--- config.mk ---
export PLATFORM = sky130hd
export DESIGN_NAME = dual_byte_port_io_logic
export DESIGN_NICKNAME = d
export VERILOG_FILES = /design/src/verilog/port_io_pkg.sv /design/src/verilog/dual_byte_port_io_logic.sv /design/src/verilog/pin_drive.sv /design/src/verilog/pin_sync.sv
export VERILOG_INCLUDE_DIRS = /design/src /design/src/verilog
export SDC_FILE = /design/constraint.sdc
export NUM_CORES = 1
export LEC_CHECK = 0
export BUFFER_PORTS_ARGS = -buffer_cell sky130_fd_sc_hd__buf_2
export CORE_ASPECT_RATIO = 0.9
export CORE_UTILIZATION = 30
export DETAILED_ROUTE_END_ITERATION = 10
export HOLD_SLACK_MARGIN = 0.15
export SLEW_MARGIN = 5
export SYNTH_ARGS = -nofsm -noshare
export SYNTH_HDL_FRONTEND = slang
export SYNTH_SLANG_ARGS = --single-unit
--- constraint.sdc ---
create_clock -name pclk -period 4.24 [get_ports pclk]
set_clock_uncertainty 0.15 [all_clocks]
set_input_delay 0.424 -clock pclk [delete_from_list [all_inputs] [get_ports pclk]]
set_output_delay 0.424 -clock pclk [all_outputs]
set_load 0.02 [all_outputs]
--- src/verilog/port_io_params.svh ---
// Offsets, reset values and fixed read values of the two-byte port pin logic.
// How it works
// - Port A output latch is 8 bits, read/write, one bit per pin.
// - Port A read returns latch where direction is 1, pin level where 0.
// - Port A latch clears on reset and hardware standby; kept in software standby.
// - Modes 5 to 7: pull-up on when direction bit 0 and enable bit 1.
// - Modes 1 to 4: port A pull-ups always off.
// - Pull-ups off during reset and hardware standby in every mode.
// - Port A pull-up enable clears on reset and hardware standby only.
// - Modes 1 to 6: port B pins carry upper data bus bits 15 to 8.
// - Modes 1 to 6: port B direction register has no effect.
// - Mode 7: port B pin drives latch when direction 1, else input.
// - Port B direction is write-only and reads as all ones.
// - Port B direction clears on reset and hardware standby only.
// - Software standby: port B output pins keep driving.
// - Port B output latch is 8 bits, read/write, one bit per pin.
// - Port B read returns latch where direction is 1, pin level where 0.
// - Port B latch clears on reset and hardware standby only.
// - Modes 5 and 6: port A direction 1 outputs address 15 to 8, else input.
// - Mode 7: port A pin drives latch when direction 1, else input.
`ifndef PORT_IO_PARAMS_SVH
`define PORT_IO_PARAMS_SVH

// ----------------------------------------------------------------------
// Register indices; the APB byte address is four times the index.
// ----------------------------------------------------------------------
`define PORT_A_DIR_IDX 16'hffc1
`define PORT_A_LATCH_IDX 16'hffc3
`define PORT_A_PULLUP_IDX 16'hffd8
`define PORT_B_DIR_IDX 16'hffc4
`define PORT_B_LATCH_IDX 16'hffc6

// ----------------------------------------------------------------------
// Reset and fixed read values.
// ----------------------------------------------------------------------
`define PORT_REG_RST 8'h00
`define PORT_DIR_READ 8'hff
`define PORT_DIR_FIXED 8'hff

`endif

--- src/verilog/port_io_pkg.sv ---
// Types shared by the two-byte port pin logic.
package port_io_pkg;

	typedef enum logic [2:0] {
		MODE_NONE = 3'b000,
		MODE_1 = 3'b001,
		MODE_2 = 3'b010,
		MODE_3 = 3'b011,
		MODE_4 = 3'b100,
		MODE_5 = 3'b101,
		MODE_6 = 3'b110,
		MODE_7 = 3'b111
	} op_mode_t;

endpackage : port_io_pkg
--- src/verilog/dual_byte_port_io_logic.sv ---
// Pin control and APB registers for two general-purpose byte ports.
//
// Chosen here: the APB interface to the registers.
`timescale 1ns/1ps
`include "port_io_params.svh"
module dual_byte_port_io_logic (
	input wire logic pclk,
	input wire logic presetn,
	input wire logic psel,
	input wire logic penable,
	input wire logic pwrite,
	input wire logic [17:0] paddr,
	input wire logic [31:0] pwdata,
	output logic [31:0] prdata,
	output logic pready,
	output logic pslverr,
	input wire logic [2:0] mode_pins,
	input wire logic hw_standby_n,
	input wire logic sw_standby,
	input wire logic [7:0] addr_hi,
	input wire logic [7:0] bus_data_out,
	input wire logic bus_data_oe,
	output logic [7:0] bus_data_in,
	input wire logic [7:0] port_a_in,
	output logic [7:0] port_a_out,
	output logic [7:0] port_a_oe,
	output logic [7:0] port_a_pullup,
	input wire logic [7:0] port_b_in,
	output logic [7:0] port_b_out,
	output logic [7:0] port_b_oe
);

	// ------------------------------------------------------------------
	// Declarations
	// ------------------------------------------------------------------
	logic [2:0] mode_sync;
	logic hw_n_sync;
	logic hw_stby;
	port_io_pkg::op_mode_t mode;
	logic exp_rom_off;
	logic rom_exp;
	logic bus_mode;
	logic single;
	logic pu_mode;
	logic [7:0] a_pin_sync;
	logic [7:0] b_pin_sync;
	logic [7:0] a_latch_reg;
	logic [7:0] a_dir_reg;
	logic [7:0] a_pue_reg;
	logic [7:0] b_latch_reg;
	logic [7:0] b_dir_reg;
	logic [7:0] a_dir_eff;
	logic [7:0] a_alt_sel;
	logic [7:0] pullup_next;
	logic setup;
	logic wr_en;
	logic hit_a_dir;
	logic hit_a_latch;
	logic hit_a_pue;
	logic hit_b_dir;
	logic hit_b_latch;
	logic hit_any;
	logic [31:0] rdata_next;
	logic [31:0] prdata_reg;
	logic pslverr_reg;

	// ------------------------------------------------------------------
	// Pin synchronisers
	// ------------------------------------------------------------------
	pin_sync #(
		.WIDTH(4)
	) u_ctl_sync (
		.pclk(pclk),
		.presetn(presetn),
		.pin_level({hw_standby_n, mode_pins}),
		.level_sync({hw_n_sync, mode_sync})
	);

	pin_sync #(
		.WIDTH(16)
	) u_pin_sync (
		.pclk(pclk),
		.presetn(presetn),
		.pin_level({port_b_in, port_a_in}),
		.level_sync({b_pin_sync, a_pin_sync})
	);

	// Reset leaves the synchronised standby pin low, so the registers
	// stay cleared until the pin has been seen high twice in a row.
	assign hw_stby = ~hw_n_sync;
	assign bus_data_in = b_pin_sync;

	// ------------------------------------------------------------------
	// Mode decode
	// ------------------------------------------------------------------
	assign mode = port_io_pkg::op_mode_t'(mode_sync);
	assign exp_rom_off = (mode >= port_io_pkg::MODE_1) &&
		(mode <= port_io_pkg::MODE_4);
	assign rom_exp = (mode == port_io_pkg::MODE_5) ||
		(mode == port_io_pkg::MODE_6);
	assign bus_mode = exp_rom_off | rom_exp;
	assign single = (mode == port_io_pkg::MODE_7);
	assign pu_mode = rom_exp | single;

	// Port A direction counts as fixed ones for latch reads in modes 1 to 4, where every pin carries the address.
	assign a_dir_eff = exp_rom_off ? `PORT_DIR_FIXED : a_dir_reg;

	// ------------------------------------------------------------------
	// APB decode
	// ------------------------------------------------------------------
	assign setup = psel & ~penable;
	assign wr_en = psel & penable & pwrite & ~pslverr_reg;
	assign hit_a_dir = (paddr == {`PORT_A_DIR_IDX, 2'b00});
	assign hit_a_latch = (paddr == {`PORT_A_LATCH_IDX, 2'b00});
	assign hit_a_pue = (paddr == {`PORT_A_PULLUP_IDX, 2'b00});
	assign hit_b_dir = (paddr == {`PORT_B_DIR_IDX, 2'b00});
	assign hit_b_latch = (paddr == {`PORT_B_LATCH_IDX, 2'b00});
	assign hit_any = hit_a_dir | hit_a_latch | hit_a_pue | hit_b_dir |
		hit_b_latch;
	assign pready = 1'b1;
	assign prdata = prdata_reg;
	assign pslverr = pslverr_reg;

	always_comb begin
		rdata_next = 32'h0000_0000;
		if (hit_a_latch) begin
			rdata_next[7:0] = (a_latch_reg & a_dir_eff) |
				(a_pin_sync & ~a_dir_eff);
		end
		if (hit_a_pue) begin
			rdata_next[7:0] = a_pue_reg;
		end
		if (hit_a_dir | hit_b_dir) begin
			rdata_next[7:0] = `PORT_DIR_READ;
		end
		if (hit_b_latch) begin
			rdata_next[7:0] = (b_latch_reg & b_dir_reg) |
				(b_pin_sync & ~b_dir_reg);
		end
	end

	// Read data and the error flag are captured in the setup cycle so
	// both come from flops and stand through the zero-wait access phase.
	always_ff @(posedge pclk or negedge presetn) begin
		if (!presetn) begin
			prdata_reg <= 32'h0000_0000;
			pslverr_reg <= 1'b0;
		end else if (setup) begin
			prdata_reg <= pwrite ? 32'h0000_0000 : rdata_next;
			pslverr_reg <= ~hit_any;
		end
	end

	// ------------------------------------------------------------------
	// Registers
	// ------------------------------------------------------------------
	// port A latch
	always_ff @(posedge pclk or negedge presetn) begin
		if (!presetn) begin
			a_latch_reg <= `PORT_REG_RST;
		end else if (hw_stby) begin
			a_latch_reg <= `PORT_REG_RST;
		end else if (wr_en && hit_a_latch) begin
			a_latch_reg <= pwdata[7:0];
		end
	end

	// Writes in modes 1 to 4 are dropped; the effective value is fixed.
	always_ff @(posedge pclk or negedge presetn) begin
		if (!presetn) begin
			a_dir_reg <= `PORT_REG_RST;
		end else if (hw_stby) begin
			a_dir_reg <= `PORT_REG_RST;
		end else if (wr_en && hit_a_dir && !exp_rom_off) begin
			a_dir_reg <= pwdata[7:0];
		end
	end

	always_ff @(posedge pclk or negedge presetn) begin
		if (!presetn) begin
			a_pue_reg <= `PORT_REG_RST;
		end else if (hw_stby) begin
			a_pue_reg <= `PORT_REG_RST;
		end else if (wr_en && hit_a_pue) begin
			a_pue_reg <= pwdata[7:0];
		end
	end

	always_ff @(posedge pclk or negedge presetn) begin
		if (!presetn) begin
			b_dir_reg <= `PORT_REG_RST;
		end else if (hw_stby) begin
			b_dir_reg <= `PORT_REG_RST;
		end else if (wr_en && hit_b_dir) begin
			b_dir_reg <= pwdata[7:0];
		end
	end

	always_ff @(posedge pclk or negedge presetn) begin
		if (!presetn) begin
			b_latch_reg <= `PORT_REG_RST;
		end else if (hw_stby) begin
			b_latch_reg <= `PORT_REG_RST;
		end else if (wr_en && hit_b_latch) begin
			b_latch_reg <= pwdata[7:0];
		end
	end

	// ------------------------------------------------------------------
	// Pull-ups
	// ------------------------------------------------------------------
	// pull-up gating
	assign pullup_next = (pu_mode && !hw_stby) ?
		(a_pue_reg & ~a_dir_reg) : 8'h00;

	always_ff @(posedge pclk or negedge presetn) begin
		if (!presetn) begin
			port_a_pullup <= 8'h00;
		end else begin
			port_a_pullup <= pullup_next;
		end
	end

	// ------------------------------------------------------------------
	// Pin drivers
	// ------------------------------------------------------------------
	// port A pin function
	assign a_alt_sel = exp_rom_off ? 8'hff : (rom_exp ? a_dir_reg : 8'h00);

	pin_drive #(
		.WIDTH(8)
	) u_drive_a (
		.pclk(pclk),
		.presetn(presetn),
		.drive_off(hw_stby),
		.gpio_en(single),
		.alt_sel(a_alt_sel),
		.alt_val(addr_hi),
		.alt_oe(8'hff),
		.dir(a_dir_reg),
		.latch(a_latch_reg),
		.pin_out(port_a_out),
		.pin_oe(port_a_oe)
	);

	// port B function
	// Software standby does not gate the driver, so output pins hold.
	pin_drive #(
		.WIDTH(8)
	) u_drive_b (
		.pclk(pclk),
		.presetn(presetn),
		.drive_off(hw_stby),
		.gpio_en(single),
		.alt_sel({8{bus_mode}}),
		.alt_val(bus_data_out),
		.alt_oe({8{bus_data_oe}}),
		.dir(b_dir_reg),
		.latch(b_latch_reg),
		.pin_out(port_b_out),
		.pin_oe(port_b_oe)
	);

	// ------------------------------------------------------------------
	// Assertions
	// ------------------------------------------------------------------
	property p_a_wr;
		@(posedge pclk) disable iff (!presetn)
		(wr_en && hit_a_latch && !hw_stby) |=>
			(a_latch_reg == $past(pwdata[7:0]));
	endproperty
	a_a_wr: assert property (p_a_wr)
		else $error("port A latch missed a write");

	property p_a_rd;
		@(posedge pclk) disable iff (!presetn)
		(setup && !pwrite && hit_a_latch && a_dir_eff == 8'hff) ##1
			(penable && !hw_stby) |-> (prdata[7:0] == a_latch_reg);
	endproperty
	a_a_rd: assert property (p_a_rd)
		else $error("port A read did not return the latch");

	property p_a_clr;
		@(posedge pclk) disable iff (!presetn)
		hw_stby |=> (a_latch_reg == 8'h00);
	endproperty
	a_a_clr: assert property (p_a_clr)
		else $error("port A latch not cleared in standby");

	property p_pu_on;
		@(posedge pclk) disable iff (!presetn)
		(pu_mode && !hw_stby) |=>
			(port_a_pullup == $past(a_pue_reg & ~a_dir_reg));
	endproperty
	a_pu_on: assert property (p_pu_on)
		else $error("pull-up does not follow enable and input");

	property p_pu_off_mode;
		@(posedge pclk) disable iff (!presetn)
		exp_rom_off |=> (port_a_pullup == 8'h00);
	endproperty
	a_pu_off_mode: assert property (p_pu_off_mode)
		else $error("pull-up on in an address-bus mode");

	property p_pu_off_stby;
		@(posedge pclk) disable iff (!presetn)
		hw_stby |=> (port_a_pullup == 8'h00);
	endproperty
	a_pu_off_stby: assert property (p_pu_off_stby)
		else $error("pull-up on in hardware standby");

	property p_pue_clr;
		@(posedge pclk) disable iff (!presetn)
		hw_stby |=> (a_pue_reg == 8'h00);
	endproperty
	a_pue_clr: assert property (p_pue_clr)
		else $error("pull-up enable not cleared in standby");

	property p_b_bus;
		@(posedge pclk) disable iff (!presetn)
		(bus_mode && !hw_stby) |=> (port_b_out == $past(bus_data_out)) &&
			(port_b_oe == {8{$past(bus_data_oe)}});
	endproperty
	a_b_bus: assert property (p_b_bus)
		else $error("port B does not carry the data bus");

	property p_b_dir_ign;
		@(posedge pclk) disable iff (!presetn)
		(bus_mode && !hw_stby && !bus_data_oe) |=> (port_b_oe == 8'h00);
	endproperty
	a_b_dir_ign: assert property (p_b_dir_ign)
		else $error("port B direction acted in a bus mode");

	property p_b_gpio;
		@(posedge pclk) disable iff (!presetn)
		(single && !hw_stby) |=> (port_b_oe == $past(b_dir_reg)) &&
			(port_b_out == $past(b_latch_reg));
	endproperty
	a_b_gpio: assert property (p_b_gpio)
		else $error("port B pins do not follow direction");

	property p_b_dir_rd;
		@(posedge pclk) disable iff (!presetn)
		(setup && !pwrite && hit_b_dir) |=> (prdata == 32'h0000_00ff);
	endproperty
	a_b_dir_rd: assert property (p_b_dir_rd)
		else $error("port B direction read not all ones");

	property p_b_dir_clr;
		@(posedge pclk) disable iff (!presetn)
		hw_stby |=> (b_dir_reg == 8'h00);
	endproperty
	a_b_dir_clr: assert property (p_b_dir_clr)
		else $error("port B direction not cleared in standby");

	property p_b_hold;
		@(posedge pclk) disable iff (!presetn)
		(single && sw_standby && !hw_stby) ##1 (sw_standby && !hw_stby) |=>
			(port_b_oe == $past(port_b_oe, 1));
	endproperty
	a_b_hold: assert property (p_b_hold)
		else $error("port B output dropped in software standby");

	property p_b_wr;
		@(posedge pclk) disable iff (!presetn)
		(wr_en && hit_b_latch && !hw_stby) |=>
			(b_latch_reg == $past(pwdata[7:0]));
	endproperty
	a_b_wr: assert property (p_b_wr)
		else $error("port B latch missed a write");

	property p_b_rd;
		@(posedge pclk) disable iff (!presetn)
		(setup && !pwrite && hit_b_latch && b_dir_reg == 8'h00) |=>
			(prdata[7:0] == $past(b_pin_sync));
	endproperty
	a_b_rd: assert property (p_b_rd)
		else $error("port B read did not return pin levels");

	property p_b_clr;
		@(posedge pclk) disable iff (!presetn)
		hw_stby |=> (b_latch_reg == 8'h00);
	endproperty
	a_b_clr: assert property (p_b_clr)
		else $error("port B latch not cleared in standby");

	property p_a_addr;
		@(posedge pclk) disable iff (!presetn)
		(rom_exp && !hw_stby) |=> (port_a_oe == $past(a_dir_reg)) &&
			(((port_a_out ^ $past(addr_hi)) & $past(a_dir_reg)) == 8'h00);
	endproperty
	a_a_addr: assert property (p_a_addr)
		else $error("port A does not output the address");

	property p_a_gpio;
		@(posedge pclk) disable iff (!presetn)
		(single && !hw_stby) |=> (port_a_oe == $past(a_dir_reg)) &&
			(port_a_out == $past(a_latch_reg));
	endproperty
	a_a_gpio: assert property (p_a_gpio)
		else $error("port A pins do not follow direction");

endmodule : dual_byte_port_io_logic

--- src/verilog/pin_drive.sv ---
// Registered pin driver choosing between an alternate function and GPIO.
`timescale 1ns/1ps
module pin_drive #(
	parameter int WIDTH = 8
) (
	input wire logic pclk,
	input wire logic presetn,
	input wire logic drive_off,
	input wire logic gpio_en,
	input wire logic [WIDTH-1:0] alt_sel,
	input wire logic [WIDTH-1:0] alt_val,
	input wire logic [WIDTH-1:0] alt_oe,
	input wire logic [WIDTH-1:0] dir,
	input wire logic [WIDTH-1:0] latch,
	output logic [WIDTH-1:0] pin_out,
	output logic [WIDTH-1:0] pin_oe
);

	if (WIDTH < 1) begin : g_bad_width
		$error("pin_drive needs at least one bit");
	end

	// Every pin is released while the driver is off, so a hardware
	// standby never leaves a pin fighting the board.
	for (genvar i = 0; i < WIDTH; i++) begin : g_bit
		always_ff @(posedge pclk or negedge presetn) begin
			if (!presetn) begin
				pin_out[i] <= 1'b0;
				pin_oe[i] <= 1'b0;
			end else if (drive_off) begin
				pin_out[i] <= 1'b0;
				pin_oe[i] <= 1'b0;
			end else if (alt_sel[i]) begin
				pin_out[i] <= alt_val[i];
				pin_oe[i] <= alt_oe[i];
			end else begin
				pin_out[i] <= latch[i];
				pin_oe[i] <= gpio_en & dir[i];
			end
		end
	end

endmodule : pin_drive

--- src/verilog/pin_sync.sv ---
// Three-flop pin synchroniser with an agreement filter.
`timescale 1ns/1ps
module pin_sync #(
	parameter int WIDTH = 8
) (
	input wire logic pclk,
	input wire logic presetn,
	input wire logic [WIDTH-1:0] pin_level,
	output logic [WIDTH-1:0] level_sync
);

	logic [WIDTH-1:0] stage1_reg;
	logic [WIDTH-1:0] stage2_reg;
	logic [WIDTH-1:0] stage3_reg;

	if (WIDTH < 1) begin : g_bad_width
		$error("pin_sync needs at least one bit");
	end

	// synchronise pin levels
	// The first stage feeds only the second; a bit counts once stages two
	// and three agree, which keeps a late-settling stage from leaking out.
	always_ff @(posedge pclk or negedge presetn) begin
		if (!presetn) begin
			stage1_reg <= '0;
			stage2_reg <= '0;
			stage3_reg <= '0;
			level_sync <= '0;
		end else begin
			stage1_reg <= pin_level;
			stage2_reg <= stage1_reg;
			stage3_reg <= stage2_reg;
			for (int i = 0; i < WIDTH; i++) begin
				if (stage2_reg[i] == stage3_reg[i]) begin
					level_sync[i] <= stage3_reg[i];
				end
			end
		end
	end

endmodule : pin_sync

# Word-level counts from Yosys, hierarchy flattened

Cells that the tools add are included.
W data, S select, Z words.

Register bits after elaboration: 193
Latch bits: 0
Memory bits (writable): 0
Bits in read-only memories: 0
Bits of input ports: 93
Logic and storage cells: 234
Memories: 0

Add/sub/neg operators: 0
Multiply operators: 0
Div/mod/pow operators: 0
Magnitude comparators: 2
Equality and inequality tests: 33
Shift operators: 0
Multiplexer cells: 83
Bitwise logic cells: 40
Reductions and logical operators: 10

Operator list:

| cell                   | count |
|---|---|
| $mux W8                | 19 |
| $eq A18 B18 Y1 const B | 5 |
| $mux W1                | 64 |
| $and A8 B8 Y8          | 5 |
| $not A8 Y8             | 3 |
| $and A1 B1 Y1          | 20 |
| $eq A1 B1 Y1           | 20 |
| $or A8 B8 Y8           | 2 |
| $ne A2 B2 Y1 const B   | 5 |
| $eq A3 B3 Y1 const B   | 3 |
| $logic_and A1 B1 Y1    | 8 |
| $or A1 B1 Y1           | 7 |
| $ge A3 B1 Y1 const B   | 1 |
| $le A3 B3 Y1 const B   | 1 |
| $not A1 Y1             | 3 |
| $logic_not A1 Y1       | 1 |
| $logic_or A1 B1 Y1     | 1 |

# Longest topological paths before layout

Gate-level depths: netlist (run 1).

Depth in word-level cells: 11
Depth in mapped cells: 8

# By module

From an unflattened synthesis (run 1), not the netlist that was laid out.

Cell total of the unflattened synthesis: 540
Area total of the unflattened synthesis: 6756.5 µm²

By module, submodules not included:

| module                  | times used | cells an instance | area each (µm²) | seq. area each (µm²) |
|---|---|---|---|---|
| dual_byte_port_io_logic | 1          | 322               | 3173.0          | 1426.4 |
| pin_sync (u_pin_sync)   | 1          | 80                | 1781.7          | 1601.5 |
| pin_drive               | 2          | 59                | 678.2           | 400.4 |
| pin_sync (u_ctl_sync)   | 1          | 20                | 445.4           | 400.4 |

# Worst setup path before layout (run 1)

OpenSTA, ideal clock, no wires.

Kind: input port to flip-flop
From: input paddr[1]
To: register prdata_reg[7] (netlist: prdata[7])
Setup time: 0.122 ns
Data arrival time: 2.044 ns
Path slack: 1.925 ns
Stages on the path: 7
Cells stage by stage: or2_1 > or3_1 > buf_6 > nand2b_1 > buf_2 > or3_1 > a32o_1

Cells in the longest elaborated chain, start to end: 6
Elaborated cells between the ends (all ways): 11
Classes of those cells: eq/ne (5); mux (5); bitwise (1)

RTL lines:

| element              | line                           | text |
|---|---|---|
| start, declared      | dual_byte_port_io_logic.sv:12  | `input wire logic [17:0] paddr,` |
| $eq A18 B18 Y1       | dual_byte_port_io_logic.sv:114 | `` assign hit_a_latch = (paddr == {`PORT_A_LATCH_IDX, 2'b00}); `` |
| $mux W8              | dual_byte_port_io_logic.sv:126 | `if (hit_a_latch) begin` |
| $mux W8              | dual_byte_port_io_logic.sv:130 | `if (hit_a_pue) begin` |
| $mux W8              | dual_byte_port_io_logic.sv:133 | `if (hit_a_dir \| hit_b_dir) begin` |
| $mux W8 *            | dual_byte_port_io_logic.sv:136 | `if (hit_b_latch) begin` |
| $mux W8 *            | dual_byte_port_io_logic.sv:149 | `prdata_reg <= pwrite ? 32'h0000_0000 : rdata_next;` |
| end signal, assigned | dual_byte_port_io_logic.sv:149 |  |
| end, declared        | dual_byte_port_io_logic.sv:64  | `logic [31:0] prdata_reg;` |

Mark *: on every way between the ends. The rest lies on a longest branch, timed or not.
A chain may end at the register's enable or synchronous reset.

# Worst setup path in the final report (run 1)

From: register u_ctl_sync.level_sync[1]
To: register a_dir_reg[6]

Cells in the longest elaborated chain, start to end: 5
Elaborated cells between the ends (all ways): 6
Classes of those cells: order compare (2); eq/ne (1); reduce/logical (3)

RTL lines:

| element                                      | line                                                         | text |
|---|---|---|
| start, declared                              | pin_sync.sv:9                                                | `output logic [WIDTH-1:0] level_sync` |
| start signal, assigned by index              | pin_sync.sv:35                                               | `level_sync[i] <= stage3_reg[i];` |
| $ge A3 B1 Y1 or $le A3 B3 Y1 (tied branches) | dual_byte_port_io_logic.sv:97, dual_byte_port_io_logic.sv:98 |  |
| $logic_and A1 B1 Y1 *                        | dual_byte_port_io_logic.sv:97                                | `assign exp_rom_off = (mode >= port_io_pkg::MODE_1) &&` |
| $logic_not A1 Y1 *                           | dual_byte_port_io_logic.sv:174                               | `end else if (wr_en && hit_a_dir && !exp_rom_off) begin` |
| $logic_and A1 B1 Y1 *                        | dual_byte_port_io_logic.sv:174                               |  |
| $ne A2 B2 Y1 (no source line) *              | n/a                                                          |  |
| end signal, assigned                         | dual_byte_port_io_logic.sv:171                               | `` a_dir_reg <= `PORT_REG_RST; `` |
| end signal, assigned                         | dual_byte_port_io_logic.sv:173                               | `` a_dir_reg <= `PORT_REG_RST; `` |
| end signal, assigned                         | dual_byte_port_io_logic.sv:175                               | `a_dir_reg <= pwdata[7:0];` |
| end, declared                                | dual_byte_port_io_logic.sv:48                                | `logic [7:0] a_dir_reg;` |

Marks and branches as above.

==> results of run 1 <==
==> cells by family after synthesis <==
logic type	count (synthesis)
other	2
AOI/OAI and AO/OA	56
buffers and inverters	47
xor gates and xnor gates	1
muxes	72
adders and majority gates	21
DFF	169
and+or+nand+nor	131
==> metrics by stage <==
step,utilization (%),setup WS (ps),power (W),hold WS [ps],area (µm²)
2_1_floorplan,-,1925,0.001995,-21.59,6686
3_3_place_gp,34.37,1369,0.002149,182.0,7435
3_5_place_dp,34.37,1315,0.002153,184.7,7435
4_1_cts,38.26,1291,0.003636,151.8,8277
5_1_grt,38.26,1151,0.003741,163.2,8277
6_report,38.26,1281,0.003585,148.3,8277
==> metal layers <==
metal	track usage [%]	share of wire, %	up-vias
met2	22.05	45	117
met5	0	0	-
li1	-	-	1972
met1	20.30	47	2100
met4	4.706	1.5	0
met3	4.704	6.1	15
==> worst min-delay path, stage by stage <==
cell                      delay [ps]
sky130_fd_sc_hd__buf_2            80
sky130_fd_sc_hd__mux2i_1          50
sky130_fd_sc_hd__nor2b_1         120
==> what timing repair did <==
item | in CTS | in global routing
hold endpoints to repair | 133 | 0
hold buffers | 29 | 0
setup endpoints to repair | 0 | 0
==> power breakdown <==
group / switching (W) / internal, W / leakage, nW
registers: 0.0000499 / 0.00169 / 2.15
clock network: 0.000665 / 0.000782 / 0.274
logic: 0.000240 / 0.000154 / 1.53
total: 0.000955 / 0.00263 / 3.95
==> cell usage in the layout (no fill, tap or decap), types with 2 or more instances in the layout <==
cell                            netlist  final
sky130_fd_sc_hd__and2_1               4      4
sky130_fd_sc_hd__nand2_1             13     13
sky130_fd_sc_hd__clkbuf_16            0     17
sky130_fd_sc_hd__nor2_1              20     20
sky130_fd_sc_hd__buf_4               25      2
sky130_fd_sc_hd__a21oi_1             26     26
sky130_fd_sc_hd__or2_2                2      2
sky130_fd_sc_hd__nor3b_1              9      9
sky130_fd_sc_hd__nor3_1               4      4
sky130_fd_sc_hd__inv_8                0      3
sky130_fd_sc_hd__or3_1                4      4
sky130_fd_sc_hd__dfrtp_1            169    169
sky130_fd_sc_hd__maj3_1              21     21
sky130_fd_sc_hd__o21ai_0              3      3
sky130_fd_sc_hd__nand2b_1             3      3
sky130_fd_sc_hd__inv_6                0      4
sky130_fd_sc_hd__o21a_1               8      8
sky130_fd_sc_hd__mux2i_1             71     71
sky130_fd_sc_hd__clkinv_2             0      3
sky130_fd_sc_hd__buf_2                3    123
sky130_fd_sc_hd__clkinv_4             0      2
sky130_fd_sc_hd__dlygate4sd3_1        0     29
sky130_fd_sc_hd__o22ai_1              8      8
sky130_fd_sc_hd__nand4_1              2      2
sky130_fd_sc_hd__nand4b_1             3      3
sky130_fd_sc_hd__conb_1               2     25
sky130_fd_sc_hd__nor2b_1             58     58
sky130_fd_sc_hd__a32o_1               8      8
==> how the worst max path moves through the flow <==
stage	cells past startpoint	start	end	slack (ps)
2_1_floorplan	7	paddr[1]	prdata[7]	1920
3_3_place_gp	5	u_ctl_sync.level_sync[1]	a_dir_reg[2]	1370
3_5_place_dp	5	u_ctl_sync.level_sync[1]	a_dir_reg[4]	1310
4_1_cts	5	u_ctl_sync.level_sync[1]	a_dir_reg[6]	1290
5_1_grt	5	u_ctl_sync.level_sync[1]	a_dir_reg[3]	1150
6_report	5	u_ctl_sync.level_sync[1]	a_dir_reg[6]	1280
==> layout make-up <==
cell class | count | area share [%]
multi-input cells | 306 | 26.29
clock buffers | 19 | 5.351
inverters | 1 | 0.04535
repair buffers | 156 | 11.50
clock inverters | 13 | 1.315
flip-flops and latches | 169 | 51.10
well taps | 291 | 4.399
==> run metrics, run 1 <==
# placed instances 894; total clock sinks 169; worst ir drop on vdd 0.2781 mV; Post-CTS Setup Repair Bufs 0; Largest delay share family, worst path simple AND/OR/NAND/NOR gates; synthesized instance count 499; synthesized-area fraction occupied by and/or/nand/nor cells 11.91%; Sequential cell area 4229 µm²; Crit path buffers/inverters 0; post-synthesis instance area 6600 µm²; worst path arrival time 3120 ps; layout overhead on the synthesized area 25.40%; multiplexer area fraction after synthesis 10.94%; primary flip-flop cell chosen by synthesis mapping sky130_fd_sc_hd__dfrtp_1; pin count of the biggest net entering global routing 107; Worst-path clk slew 70 ps; min-delay src addr_hi[5]; Routability Congestion 0.7634; Critical Path Max Stage Delay 740 ps; count of endpoints failing setup in the final report 0; net count of the finished layout 744; Register-to-Register Path Depth 5; cell with the largest stage delay on the worst path sky130_fd_sc_hd__nand4b_1; level count of the clock H-tree 4; top cell type by total area after synthesis sky130_fd_sc_hd__dfrtp_1; Final Slew Violations 0; worst reg2reg path endpoint a_dir_reg[6]; count of inserted antenna diode cells 0; half-perimeter wire length after detailed placement 10780 µm; Final Hold Fails 0; wire length of the first global-routing pass 24410 µm; clock buffer count from CTS 17; clock latency at the later pin of the worst-skew pair 430 ps; type of destination of the critical path register; core footprint 21630 µm²; Syn. warnings 0; worst hold path cell count 3; critical path start-end classification register to register; post-layout instance count excluding filler cells 955; average detailed-routed wire length per instance 16.59 µm; Overall Global Routing Usage 14.78%; setup repair after global routing missed its margin no; end point of the most critical hold path u_drive_a.pin_out[5]; highest attainable clock frequency 338.0 MHz; Root Driver sky130_fd_sc_hd__clkbuf_16; sequential cell area fraction in the yosys report 64.08%; overall die area 22600 µm²; result of the run finished clean; number of nets still failing antenna checks after routing 0; compound-gate portion of the synthesized area 5.384%; Die Width 158.4 µm; First-pass DRT Iterations 6; reported max-cap violation count 0; cell types occupying the most area after synthesis sky130_fd_sc_hd__dfrtp_1 64%, sky130_fd_sc_hd__mux2i_1 11%, sky130_fd_sc_hd__nor2b_1 5.5%; initial antenna violation count 0; Lkg Pwr 3.951 nW; adder and majority cell fraction of the synthesized area 3.185%; via density per instance 4.402; Vert. Die Dim 142.7 µm; top-area cell type share of the netlist area 64.08%; list of most frequent post-synthesis cells 169 x sky130_fd_sc_hd__dfrtp_1, 71 x sky130_fd_sc_hd__mux2i_1, 58 x sky130_fd_sc_hd__nor2b_1, 26 x sky130_fd_sc_hd__a21oi_1, 25 x sky130_fd_sc_hd__buf_4; starting density of the core 30.51%; post-synthesis xor/xnor area fraction 0.1327%; area used by multi-input combinational logic 2176 µm²; number of vias in the routed layout 4204; TritonCTS clock tree yes; number of synthesized register bits 169; share of layout cells above drive strength 1 24.70%; shortest clock period the worst path allows after layout 2959 ps; total power density per cell area 433.1 nW/µm²; cells traversed along the worst timing path or3_1 > and2_0 > nand4b_1 > mux2i_1 > nor2b_1; most numerous cell in the Yosys netlist sky130_fd_sc_hd__dfrtp_1; Gates resized, CTS repair 0; Crit path required time 4400 ps; GR Overflow Total 0; Avg Synthesized Cell Area 13.23 µm²; transition at the pin with the smallest max-transition slack 1101 ps; largest fanout on the critical path 11; number of filler instances in the final layout 2069; startpoint of the worst-slack reg-to-reg timing path u_ctl_sync.level_sync[1]; count of unique library cells instantiated by Yosys 39; slew margin rel. 26.45%; CP Launch Type register; share of the clock period used by the worst path after layout 69.78%; number of design rule violations left after detail routing 0; FP Rows 51; buffer levels on the longest clock path 2; asr flop ratio synth 100.0%; starting DRC count in detailed routing 248; number of enable flip-flop cells after synthesis 0; main combinational cell family by area after synthesis simple AND/OR/NAND/NOR gates; final wirelength 15850 µm; Port Buffer Count 124; FF-to-FF setup slack 1280 ps; final setup TNS 0 ps; via count of the first global-routing pass 4270; Ports 175; Hold Path Class input port to register
No activity file was read; power rests on OpenSTA's default activity.
==> inputs of run 2 (changes only) <==
- clock period: 4.24 -> 2.5 ns (I/O delays scaled with it)
==> run 2 against run 1 <==
Register-to-register slack lost 1100 ps. Critical path depth grew 2. Clock-buffer cell count grew 2. Non-clock buffer count grew 38. Critical endpoint is now a_dir_reg[7]. Largest power group unchanged.
==> run metrics, run 2 (same netlist as run 1, synthesis figures left out) <==
largest fanout on the critical path 11 (unchanged); Root Driver sky130_fd_sc_hd__clkbuf_16 (unchanged); overall die area 22600 µm² (unchanged); Overall Global Routing Usage 15.10% (was 14.78%); starting DRC count in detailed routing 206 (was 248); buffer levels on the longest clock path 2 (unchanged); Final Slew Violations 0 (unchanged); final setup TNS 0 ps (unchanged); Die Width 158.4 µm (unchanged); average detailed-routed wire length per instance 15.91 µm (was 16.59 µm); Register-to-Register Path Depth 7 (was 5); total power density per cell area 744.8 nW/µm² (was 433.1 nW/µm²); number of design rule violations left after detail routing 0 (unchanged); worst reg2reg path endpoint a_dir_reg[7] (was a_dir_reg[6]); Gates resized, CTS repair 0 (unchanged); most common library cell in the layout ignoring fill and taps sky130_fd_sc_hd__dfrtp_1 (unchanged); worst ir drop on vdd 0.4822 mV (was 0.2781 mV); net count of the finished layout 782 (was 744); level count of the clock H-tree 4 (unchanged); worst path arrival time 2420 ps (was 3120 ps); count of endpoints failing setup in the final report 0 (unchanged); top library cells by usage in the layout, fill and taps aside 169 x sky130_fd_sc_hd__dfrtp_1, 123 x sky130_fd_sc_hd__buf_2, 71 x sky130_fd_sc_hd__mux2i_1, 58 x sky130_fd_sc_hd__nor2b_1, 46 x sky130_fd_sc_hd__dlygate4sd3_1 (was 169 x sky130_fd_sc_hd__dfrtp_1, 123 x sky130_fd_sc_hd__buf_2, 71 x sky130_fd_sc_hd__mux2i_1, 58 x sky130_fd_sc_hd__nor2b_1, 29 x sky130_fd_sc_hd__dlygate4sd3_1); share of layout cells above drive strength 1 26.35% (was 24.70%); final wirelength 15800 µm (was 15850 µm); share of the clock period used by the worst path after layout 90.80% (was 69.78%); WHS 197.5 ps (was 148.3 ps); First-pass DRT Iterations 4 (was 6); setup repair after global routing missed its margin no (unchanged); number of nets still failing antenna checks after routing 0 (unchanged); wire length of the first global-routing pass 25050 µm (was 24410 µm); Ports 175 (unchanged); reported max-cap violation count 0 (unchanged); transition at the pin with the smallest max-transition slack 632.1 ps (was 1101 ps); worst setup path endpoint a_dir_reg[7] (was a_dir_reg[6]); CP Launch Type register (unchanged); area post-placement 7592 µm² (was 7435 µm²); pin count of the biggest net entering global routing 66 (was 107); result of the run finished clean (unchanged); initial antenna violation count 0 (unchanged); Routability Congestion 0.7638 (was 0.7634); Crit path required time 2650 ps (was 4400 ps); worst setup path startpoint u_ctl_sync.level_sync[2] (was u_ctl_sync.level_sync[1]); Lkg Pwr 4.162 nW (was 3.951 nW); via density per instance 4.332 (was 4.402); type of destination of the critical path register (unchanged); FF-to-FF setup slack 230 ps (was 1280 ps); GR Overflow Total 0 (unchanged); FP Rows 51 (unchanged); TritonCTS clock tree yes (unchanged); slew margin rel. 57.47% (was 26.45%); Vert. Die Dim 142.7 µm (unchanged); highest attainable clock frequency 440.5 MHz (was 338.0 MHz); post-layout utilization of the core 40.18% (was 38.26%); layout overhead on the synthesized area 31.70% (was 25.40%); Hold Path Class register to register (was input port to register); Port Buffer Count 124 (unchanged); half-perimeter wire length after detailed placement 11190 µm (was 10780 µm); via count of the first global-routing pass 4572 (was 4270); Worst-path clk slew 60 ps (was 70 ps); shortest clock period the worst path allows after layout 2270 ps (was 2959 ps); summed area of non-filler cells in the final layout 8692 µm² (was 8277 µm²); startpoint of the worst-slack reg-to-reg timing path u_ctl_sync.level_sync[2] (was u_ctl_sync.level_sync[1]); count of inserted antenna diode cells 0 (unchanged); number of vias in the routed layout 4302 (was 4204); clock latency at the later pin of the worst-skew pair 420 ps (was 430 ps); clock buffer count from CTS 17 (unchanged); critical path start-end classification register to register (unchanged); total clock sinks 169 (unchanged); starting density of the core 30.51% (unchanged); Final Hold Fails 0 (unchanged); core footprint 21630 µm² (unchanged)
[run 2: worst min path at each step]
stage	from	endpoint	depth (start not counted)
floorplan	presetn	a_dir_reg[0]	0
global placement	presetn	u_pin_sync.stage1_reg[14]	1
detailed placement	presetn	u_pin_sync.stage1_reg[14]	1
CTS	u_ctl_sync.stage1_reg[3]	u_ctl_sync.stage2_reg[3]	0
global route	u_pin_sync.stage1_reg[13]	u_pin_sync.stage2_reg[13]	0
finish	u_pin_sync.stage1_reg[4]	u_pin_sync.stage2_reg[4]	0
[run 2: layout make-up]
cell class                 instances  area, µm²
clock buffer                      21      470.5
clock inverter                    11      168.9
fill                            2105      12940
inverter                           1      3.754
multi-input combinational        306       2176
sequential                       169       4229
tap                              291      364.1
timing repair buffer             194       1280
[run 2: worst max-delay path, stage by stage (launching register included)]
cell                       delay [ps]
sky130_fd_sc_hd__dfrtp_1          370
sky130_fd_sc_hd__or3_1            590
sky130_fd_sc_hd__and2_0           250
sky130_fd_sc_hd__buf_4            170
sky130_fd_sc_hd__nand4b_1         170
sky130_fd_sc_hd__buf_4            230
sky130_fd_sc_hd__mux2i_1          160
sky130_fd_sc_hd__nor2b_1           60
[run 2: through the flow]
step / worst slack (ps) / std cells / power [W]
global placement: 250.2 / 915 / 0.003673
finish: 230.0 / 993 / 0.006474
CTS: 223.4 / 993 / 0.006558
global route: 109.5 / 993 / 0.006756
floorplan: 358.8 / 522 / 0.003384
detailed placement: 237.6 / 915 / 0.003677
[run 2: repair_timing]
action	in CTS	in global routing
buffers inserted	0	0
hold buffers	46	0
endpoints found under the hold margin	137	0
endpoints found under the setup margin	0	0
[run 2: power breakdown]
part | internal, W | switching (W)
Combinational | 0.000300 | 0.000432
Clock | 0.00175 | 0.00105
Sequential | 0.00287 | 0.0000637
[run 2: per-layer routing]
layer | global-route usage [%] | up-vias | share of wire, %
met4 | 4.403 | 0 | 1.2
met1 | 19.89 | 2133 | 46
met5 | 0 | - | 0
li1 | - | 2049 | -
met3 | 5.159 | 12 | 6.4
met2 | 23.45 | 108 | 46
